### src/design/scp_map.vh
`ifndef SCP_MAP_VH
`define SCP_MAP_VH
// Command codes in the first header byte, low nibble
`define SCP_CMD_W        4
`define SCP_CMD_WRITE    4'h1
`define SCP_CMD_READ     4'h3
// Header byte 0 fields: [3:0] command, [5:4] circuit, [7:6] bank
`define SCP_CKT_LSB      4
`define SCP_BANK_LSB     6
`define SCP_USER_BANK    2'h0
// Memory geometry
`define SCP_ADDR_W       8
`define SCP_MEM_DEPTH    256
`define SCP_MEM_RESET    8'h00
// Header length in bytes
`define SCP_HDR_BYTES    2'h3
`endif

### src/design/scp_sync.v
`timescale 1ns/1ps
`default_nettype none
// Two-stage synchroniser for one pin level
module scp_sync (
  input  wire clock,
  input  wire sys_rst,
  input  wire din,
  output wire dout
);
  reg meta_ff;
  reg sync_ff;

  // First stage feeds only the second
  always @(posedge clock) begin
    if (sys_rst) begin
      meta_ff <= 1'b0;
      sync_ff <= 1'b0;
    end else begin
      meta_ff <= din;
      sync_ff <= meta_ff;
    end
  end

  assign dout = sync_ff;
endmodule // scp_sync
`default_nettype wire

### src/design/scp_port.v
// How it works
// (RULE1) Slave transmits only for a read
// (RULE2) Drive output on chip select alone
// (RULE3) Master waits before collecting read data
// (RULE4) Master waits for response before next command
// (RULE5) Length field spans consecutive locations
// (RULE6) Master throttles by gaps or splits
// (RULE7) Write transfers leave output inactive
// (RULE8) Read data LSB first, ascending bytes
// (RULE9) Write frames carry data, reads don't
// (RULE10) Multibyte fields low byte first
// (RULE11) 16-bit values: low byte, then high
// (RULE12) Only bank 0 holds user settings
// (RULE13) Behaviour counts clock edges, not rate
// (RULE14) Two clocks between frames
// (RULE15) Four extra pulses after gapped write
// (RULE16) Eight extra pulses after gapped read
// (RULE17) Each location is one byte
// (RULE18) Addressed slave answers every read
// (RULE19) Master deselects after read header
// (RULE20) Response select period ignores serial input
// (RULE21) New command only after full response
// (RULE22) Memory kept across active/standby changes
// (RULE23) Non-byte select length aborts operation
// (RULE24) Byte mode: one select per byte
// (RULE25) Strap open normal, grounded byte mode
// (RULE26) Select sampled on serial clock
// (RULE27) Header: command, address, length
`timescale 1ns/1ps
`default_nettype none
`include "scp_map.vh"
module scp_port (
  input  wire       clock,
  input  wire       sys_rst,
  input  wire       serial_bit_clock,
  input  wire       serial_in_line,
  input  wire       chip_sel_n,
  input  wire       port_mode_strap,
  output reg        serial_out_ff,
  output reg        serial_out_en_ff,
  output reg        byte_mode_ff,
  output reg        frame_error_ff
);
  localparam ST_HDR  = 2'h0;
  localparam ST_WDAT = 2'h1;
  localparam ST_RWT  = 2'h2;
  localparam ST_RDAT = 2'h3;

  wire sclk_s;
  wire din_s;
  wire csn_s;
  wire strap_s;

  // All link pins cross into the system clock domain
  scp_sync u_sync_clk (.clock(clock), .sys_rst(sys_rst), .din(serial_bit_clock), .dout(sclk_s));
  scp_sync u_sync_din (.clock(clock), .sys_rst(sys_rst), .din(serial_in_line), .dout(din_s));
  scp_sync u_sync_cs (.clock(clock), .sys_rst(sys_rst), .din(chip_sel_n), .dout(csn_s));
  scp_sync u_sync_md (.clock(clock), .sys_rst(sys_rst), .din(port_mode_strap), .dout(strap_s));

  reg        sclk_d_ff;
  reg  [1:0] state_ff;
  reg  [2:0] bit_cnt_ff;
  reg  [7:0] shift_ff;
  reg  [1:0] hdr_cnt_ff;
  reg  [7:0] cmd_ff;
  reg  [7:0] addr_ff;
  reg  [7:0] len_ff;
  reg        cs_act_ff;
  reg        abort_ff;
  reg  [7:0] mem_ff [0:`SCP_MEM_DEPTH-1];

  wire rise = sclk_s & ~sclk_d_ff;
  wire fall = ~sclk_s & sclk_d_ff;
  // Only edges matter, so a gapped clock just pauses everything
  wire samp = rise & ~csn_s;                                         // [RULE13] [RULE26]
  wire [7:0] byte_in = {din_s, shift_ff[7:1]};                       // LSB arrives first
  wire byte_done = samp & (bit_cnt_ff == 3'h7);
  wire cs_rel = rise & csn_s & cs_act_ff;
  wire is_write = (cmd_ff[`SCP_CMD_W-1:0] == `SCP_CMD_WRITE);
  wire user_bank = (cmd_ff[`SCP_BANK_LSB+1:`SCP_BANK_LSB] == `SCP_USER_BANK);
  wire [7:0] rd_byte = mem_ff[addr_ff];
  integer i;

  reg  [1:0] strap_wait_ff;

  // Mode strap follows the pin once the synchroniser holds real samples.
  // Its stages reset low, which would read as byte mode for two cycles,
  // so normal mode is shown until the pin level has come through.
  always @(posedge clock) begin
    if (sys_rst) begin
      byte_mode_ff  <= 1'b0;
      strap_wait_ff <= 2'h0;
    end else if (strap_wait_ff != 2'h3) begin
      byte_mode_ff  <= 1'b0;
      strap_wait_ff <= strap_wait_ff + 2'h1;
    end else begin
      byte_mode_ff  <= ~strap_s;                                     // [RULE25]
    end
  end

  // Edge detector reads the second stage only
  always @(posedge clock) begin
    if (sys_rst) begin
      sclk_d_ff <= 1'b0;
    end else begin
      sclk_d_ff <= sclk_s;
    end
  end

  // Frame engine: header, write data, read turnaround, read data
  always @(posedge clock) begin
    if (sys_rst) begin
      state_ff       <= ST_HDR;
      bit_cnt_ff     <= 3'h0;
      shift_ff       <= 8'h00;
      hdr_cnt_ff     <= 2'h0;
      cmd_ff         <= 8'h00;
      addr_ff        <= 8'h00;
      len_ff         <= 8'h00;
      cs_act_ff      <= 1'b0;
      abort_ff       <= 1'b0;
      frame_error_ff <= 1'b0;
    end else begin
      if (samp) begin
        cs_act_ff  <= 1'b1;
        bit_cnt_ff <= bit_cnt_ff + 3'h1;
        shift_ff   <= byte_in;
      end
      if (cs_rel) begin
        cs_act_ff <= 1'b0;
        // A partial byte at release kills the frame; next select restarts
        if (bit_cnt_ff != 3'h0) begin                                // [RULE23]
          state_ff       <= ST_HDR;
          hdr_cnt_ff     <= 2'h0;
          bit_cnt_ff     <= 3'h0;
          frame_error_ff <= 1'b1;
        end else if (!byte_mode_ff && state_ff == ST_WDAT) begin
          state_ff   <= ST_HDR;                                      // Write ends with select
          hdr_cnt_ff <= 2'h0;
        end else if (!byte_mode_ff && state_ff == ST_HDR && hdr_cnt_ff != 2'h0) begin
          state_ff   <= ST_HDR;                                      // Short header dropped
          hdr_cnt_ff <= 2'h0;
        end
        if (state_ff == ST_RWT && bit_cnt_ff == 3'h0) begin
          state_ff <= ST_RDAT;                                       // [RULE19] [RULE24]
        end
      end
      if (byte_done) begin
        frame_error_ff <= 1'b0;
        case (state_ff)
          ST_HDR: begin
            case (hdr_cnt_ff)                                        // [RULE27]
              2'h0: cmd_ff <= byte_in;
              2'h1: addr_ff <= byte_in;
              default: len_ff <= byte_in;
            endcase
            if (hdr_cnt_ff == `SCP_HDR_BYTES - 2'h1) begin
              hdr_cnt_ff <= 2'h0;
              if (byte_in == 8'h00) begin
                state_ff <= ST_HDR;
              end else if (is_write) begin
                state_ff <= ST_WDAT;                                 // [RULE9]
              end else if (cmd_ff[`SCP_CMD_W-1:0] == `SCP_CMD_READ) begin
                state_ff <= ST_RWT;                                  // [RULE18]
              end
            end else begin
              hdr_cnt_ff <= hdr_cnt_ff + 2'h1;
            end
          end
          ST_WDAT: begin
            addr_ff <= addr_ff + 8'h01;                              // [RULE5] [RULE10] [RULE11]
            len_ff  <= len_ff - 8'h01;
            if (len_ff == 8'h01) begin
              state_ff <= ST_HDR;
            end
          end
          ST_RDAT: begin
            addr_ff <= addr_ff + 8'h01;                              // [RULE8]
            len_ff  <= len_ff - 8'h01;
            if (len_ff == 8'h01) begin
              state_ff <= ST_HDR;                                    // [RULE21]
            end
          end
          default: begin
            state_ff <= state_ff;
          end
        endcase
      end
    end
  end

  // Control memory, one byte per location, only reset clears it.
  // Only user bank writes land: the other banks hold internal state,
  // so a stray write there is dropped rather than corrupting it.
  // Limitation: reads of any bank return the shared storage.
  always @(posedge clock) begin
    if (sys_rst) begin
      for (i = 0; i < `SCP_MEM_DEPTH; i = i + 1) begin
        mem_ff[i] <= `SCP_MEM_RESET;
      end
    end else if (byte_done && state_ff == ST_WDAT && is_write && user_bank) begin
      mem_ff[addr_ff] <= byte_in;                                    // [RULE17] [RULE12] [RULE22]
    end
  end

  // Output driver: response window only, no bus sensing
  always @(posedge clock) begin
    if (sys_rst) begin
      serial_out_ff    <= 1'b0;
      serial_out_en_ff <= 1'b0;
    end else begin
      // Select gates the driver in ST_RDAT only; the master keeps others off the line
      serial_out_en_ff <= (state_ff == ST_RDAT) & ~csn_s;            // [RULE1] [RULE2] [RULE7] [RULE20]
      if (fall || !cs_act_ff) begin
        serial_out_ff <= rd_byte[bit_cnt_ff];                        // [RULE8]
      end
    end
  end
endmodule // scp_port
`default_nettype wire

### config.mk
export PLATFORM = sky130hd
export DESIGN_NAME = scp_port
export DESIGN_NICKNAME = d
export VERILOG_FILES = /design/src/design/scp_sync.v /design/src/design/scp_port.v
export VERILOG_INCLUDE_DIRS = /design/src /design/src/design
export SDC_FILE = /design/constraint.sdc
export NUM_CORES = 2
export LEC_CHECK = 0
export BUFFER_PORTS_ARGS = -buffer_cell sky130_fd_sc_hd__buf_2
export CAP_MARGIN = 15
export CORE_MARGIN = 1
export CORE_UTILIZATION = 46
export DETAILED_ROUTE_END_ITERATION = 8
export PLACE_DENSITY_LB_ADDON = 0.2
export SETUP_SLACK_MARGIN = 0.15
export SYNTH_ARGS = -nofsm -noshare
export SYNTH_HDL_FRONTEND = slang
export SYNTH_SLANG_ARGS = --single-unit
### constraint.sdc
create_clock -name clock -period 3.1 [get_ports clock]
set_clock_uncertainty 0.2 [all_clocks]
set_input_delay 0.62 -clock clock [delete_from_list [all_inputs] [get_ports clock]]
set_output_delay 0.62 -clock clock [all_outputs]
set_load 0.02 [all_outputs]
-- After elaboration in Yosys (flattened, before gate mapping)
Memory sizes are Yosys's and may differ from the RTL's. A register that Yosys moved wholly into a read port is not among the register bits.
Index checks and enable logic that the tools add are counted.
- div/mod/pow operators: 0
- reduce and logical (&&, ||, !) cells: 28
- mux-type cells: 38
- $lt $le $gt $ge: 1
- shifts and indexed selects: 0
- $add $sub $neg: 5
- bitwise logic cells: 11
- multiply operators: 0
- eq/ne operators: 13
- operator list (kind ; number):
    two-way mux 8 bit ; 6
    two-way mux 2 bit ; 18
    one-hot mux 8 bit (2 select lines) ; 2
    OR reduction 2 bit ; 5
    two-way mux 3 bit ; 3
    AND reduction 3 bit ; 3
    adder 8 x 1 -> 8 bit (second input constant) ; 1
    equality test 8 x 1 -> 1 bit (second input constant) ; 1
    zero test 8 bit ; 1
    OR reduction 8 bit ; 1
    subtractor 8 x 1 -> 8 bit (second input constant) ; 1
    bitwise AND 1 bit ; 7
    logical AND 1 bit ; 7
    two-way mux 1 bit ; 7
    equality test 2 bit (second input constant) ; 3
    zero test 2 bit ; 3
    adder 2 x 1 -> 2 bit (second input constant) ; 2
    equality test 2 x 1 -> 1 bit (second input constant) ; 2
    equality test 4 x 1 -> 1 bit (second input constant) ; 1
    equality test 4 x 2 -> 1 bit (second input constant) ; 1
    less-than comparator 3 x 4 -> 1 bit (second input constant) ; 1
    != test 2 bit (second input constant) ; 2
    NOT 1 bit ; 4
    one-hot mux 2 bit (2 select lines) ; 1
    11 further kinds ; 13
- input port bits: 6
- output and inout bits: 4
- memories: 1
- register bits: 55
- ROM bits: 0
- memory bits (writable): 2048
- word-level logic and storage cells: 119
- latch bits: 0
- memories (memory ; words ; width ; rd ports ; clocked after Yosys merged registers in ; wr ports ; line ; text):
    mem_ff ; 256 ; 8 ; 1 ; 1 ; 256 ; scp_port.v:70 ; reg [7:0] mem_ff [0:`SCP_MEM_DEPTH-1];

-- Depth between registers and ports, before layout
- depth after elaboration: 14
- depth in mapped cells: 15
- depth with buffers taken out: 9

-- Cells and area by module
Synthesis repeated with hierarchy kept, for this count alone.
- cell total of the unflattened synthesis: 6913
- area total of the unflattened synthesis: 99012.5 µm²
- modules (own cells, without submodules) (module ; seq. area each (µm²) ; cells an instance ; times used ; area an instance (µm²)):
    scp_port ; 62540.0 ; 6897 ; 1 ; 98802.3
    scp_sync ; 40.0 ; 4 ; 4 ; 52.6

-- Worst setup path after synthesis
No wires, ideal clock.
- kind: input to register
- start: in sys_rst
- end: mem mem_ff[80][0], enable pin
- setup slack: 154 ps
- arrival: 2420 ps
- data required time: 2574 ps
- stages on the path: 8
- path buffers: 2
- cell sequence: nand2b_1 > nor4_1 > and3_1 > nand2_1 > nor3_2 > clkbuf_1 > clkbuf_1 > a21o_1
- RTL lines (what ; line ; text):
    start: declaration ; scp_port.v:34 ; input wire sys_rst,
    end: declaration ; scp_port.v:70 ;

==> flow_summary.ini <==
[status]
status = complete, but fails checks
violations = negative setup slack

[timing]
fmaxAchievable_mhz = 288
drv_slew = 0
worstMarginPinSlew_ns = 1.22
relSlewSlack_pct = 18.8
setup_viol = 1
fin_ws_ns = -0.367
rsz0062_at_grt = yes
hold_ws_ns = 0.198
min_period_ns = 3.47
finalCritPeriodShare_pct = 112
hold_viol_final = 0

[drt]
drt_iter0_drc = 9153
drt-pass1-iter-count = 8
vias_per_cell = 6.36
final_antenna_net_count = 0
vias = 66500
wl_per_cell_um = 31.7
drc = 0
wl_mm = 331

[clocking]
cts_max_level = 4
cts_made_buffers = 216
cts_tree = built
cts_sinks = 2108
ctsRootBufferMaster = clkbuf_16
clkTransAtPathRegs_ns = 0.06
clock_latency_ns = 0.89
cts_buffer_depth = 3

[finish]
final_area_um2 = 118000
layout-drive-gt1-share_pct = 28.3
areaGrowthSynthToFinish_pct = 19.7
fin_nets = 7458

[logic_synthesis]
synthXorXnorAreaFrac_pct = 0.0177
synth_top_family_by_area = simple AND/OR/NAND/NOR gates
synthTopCellsByArea = edfxtp_1 (62%), and3_1 (12%), mux4_2 (9.8%)
seq_area_frac_synth_pct = 63.4
synthCells = 6884
synth-main-ff-cell = edfxtp_1
yosysTopAreaCellShare_pct = 62.2
yosys.area_share.simple_pct = 15.4
synth_fa_ha_area_share_pct = 0.126
synth_mux_area_share_pct = 12.3
synthesis.area_um2 = 98900
syn_area_per_cell_um2 = 14.4
yosysUniqueCellTypes = 81
synth_compound_area_share_pct = 4.63
yosys_warnings = 0
yosys.area.top_type = edfxtp_1
syn_nets = 6900
synth-seq-cells = 2108
ys_async_sr_fraction_pct = 0
synth_edf_count = 2048

[worst_setup_path]
max_stage_delay_ns = 0.59
critPathKind = reg2reg
critPathLaunchType = register
crit_arrival_ns = 4.03
cp_data_required_time_ns = 3.67
path_delay_family = compound AO/OA/AOI/OAI gates
worstPathMaxFanout = 14
endpoint_kind = register
path_buf_inv = 3
cpMaxStageDelayCell = a211oi_1
path_cells = buf_12 -> buf_16 -> buf_12 -> mux4_2 -> mux4_2 -> a211oi_1 -> a21oi_1 -> a31oi_1 -> o21ai_1

[die]
die_y_um = 466
initial_core_util_pct = 46.5
die_x_um = 466
io_pins = 10
dieArea_um2 = 217000
rows = 169
core_um2 = 213000

[grt]
grt_overflow_total = 0
first_global_vias = 64400
grt_first_pass_wirelength_mm = 473
groute.usage.overall_pct = 30.2
antenna_found_initial = 18
grt_start_max_net_pins = 186

[place]
portBuffers = 9
dp_slack_ns = -1.02
dp_hpwl_mm = 218
dpl_cell_area_um2 = 111000
gp_congestion = 0.947

[hold_path]
hold_class = reg2reg

[power_and_ir_drop]
power_density_nw_per_um2 = 507
ir_drop_v = 0.000628
leakage_nw = 50.1

[run]
drv_cap = 0
cells in the mapped netlist, types with 10 or more instances:
cell       instances
and2_1           187
mux2i_1          173
buf_4             28
a22oi_1           51
nor3_1            52
nor2_1           128
clkbuf_1         761
a21oi_1           58
and3_1          1884
o21ai_0           38
a21o_1           239
o22ai_1           92
a31oi_1           15
dfxtp_1           60
nand2_1          128
buf_2             68
ha_1              10
o221ai_1          13
nor2b_1           37
mux4_2           432
edfxtp_1        2048
inv_1             12
nand2b_1          27
buf_1             14
mux4_1            17
a2111oi_0         18
nor4_1            16
a211oi_1          50
mux2_2            20
or2_2             30
buf_6             32
nand3_1           23
worst register-to-register path: cells and delay by family (launching register included):
kind	cells	cell delay [ns]
buffers and inverters	3	0.55
DFF	1	0.41
muxes	2	1.08
AOI/OAI and AO/OA	4	1.12
worst paths after layout:
kind              endpoint  cells past startpoint  slack [ns]           start
max          serial_out_ff                      9       -0.37        register
min           byte_mode_ff                      1        0.20  u_sync_md.dout
max reg2reg  serial_out_ff                      9       -0.37        register
min reg2reg   byte_mode_ff                      1        0.20  u_sync_md.dout
registers in the layout (all words and copies together), names as in the netlist, 3 cells and up, named ones only:
signal      flops
mem_ff       2048
addr_ff         8
len_ff          8
shift_ff        7
cmd_ff          6
bit_cnt_ff      3
repair_timing:
item / in CTS / in global routing
endpoints found under the setup margin: 802 / 154
hold buffers: 5 / 0
pin swaps: 20 / 11
endpoints found under the hold margin: 5 / 0
resized for setup: 89 / 29
cloned: 2 / 1
buffers inserted: 27 / 7
power by group:
group	switching (mW)	total [mW]	internal [mW]
registers	0.303	32.4	32.1
logic	1.19	2.15	0.968
clock network	11.4	25.5	14.1
total	12.9	60.0	47.1
metrics by stage:
| step | TNS [ns] | util, % | power (mW) | instances |
|---|---|---|---|---|
| 6_report | -0.367 | 55.6 | 60.0 | 10500 |
| 4_1_cts | -0.298 | 55.5 | 60.2 | 10400 |
| 3_3_place_gp | -1.28 | 52.0 | 35.0 | 10000 |
| 3_5_place_dp | -1.40 | 52.0 | 35.1 | 10000 |
| 5_1_grt | -0.362 | 55.6 | 61.4 | 10400 |
| 2_1_floorplan | 0 | - | 33.8 | 6884 |
per-layer routing:
| layer | vias up | track usage, % | part of all wire, % |
|---|---|---|---|
| met5 | - | 0 | 0.0084 |
| met1 | 34100 | 43.0 | 40 |
| met2 | 3865 | 46.0 | 46 |
| li1 | 27900 | - | - |
| met3 | 592 | 5.75 | 11 |
| met4 | 2 | 11.8 | 4.2 |
placed cells by master (no fill, tap or decap), types with 125 or more instances in the layout:
cell	count
and2_1	185
a21o_1	237
mux2i_1	170
clkbuf_16	219
mux4_2	433
and3_1	1881
edfxtp_1	2048
nand2_1	125
buf_4	991
buf_12	235
cell type report:
class                      count  area [µm²]
fill                       16900       94500
inverter                      15        57.6
antenna                        7        17.5
multi-input combinational   3842       32700
clock inverter               126        1080
clock buffer                 272        5680
tap                         2821        3530
timing repair buffer        1259       12600
sequential                  2108       62700
logic make-up (layout without fill, tap and decap cells):
| logic type | Yosys count | in the layout |
|---|---|---|
| and+or+nand+nor | 2544 | 2544 |
| xor gates and xnor gates | 2 | 2 |
| buffers and inverters | 934 | 1672 |
| other | 0 | 7 |
| adders and majority gates | 10 | 10 |
| AOI/OAI and AO/OA | 644 | 644 |
| muxes | 642 | 642 |
| DFF | 2108 | 2108 |
Note: power is estimated with default switching activity, not from simulation.
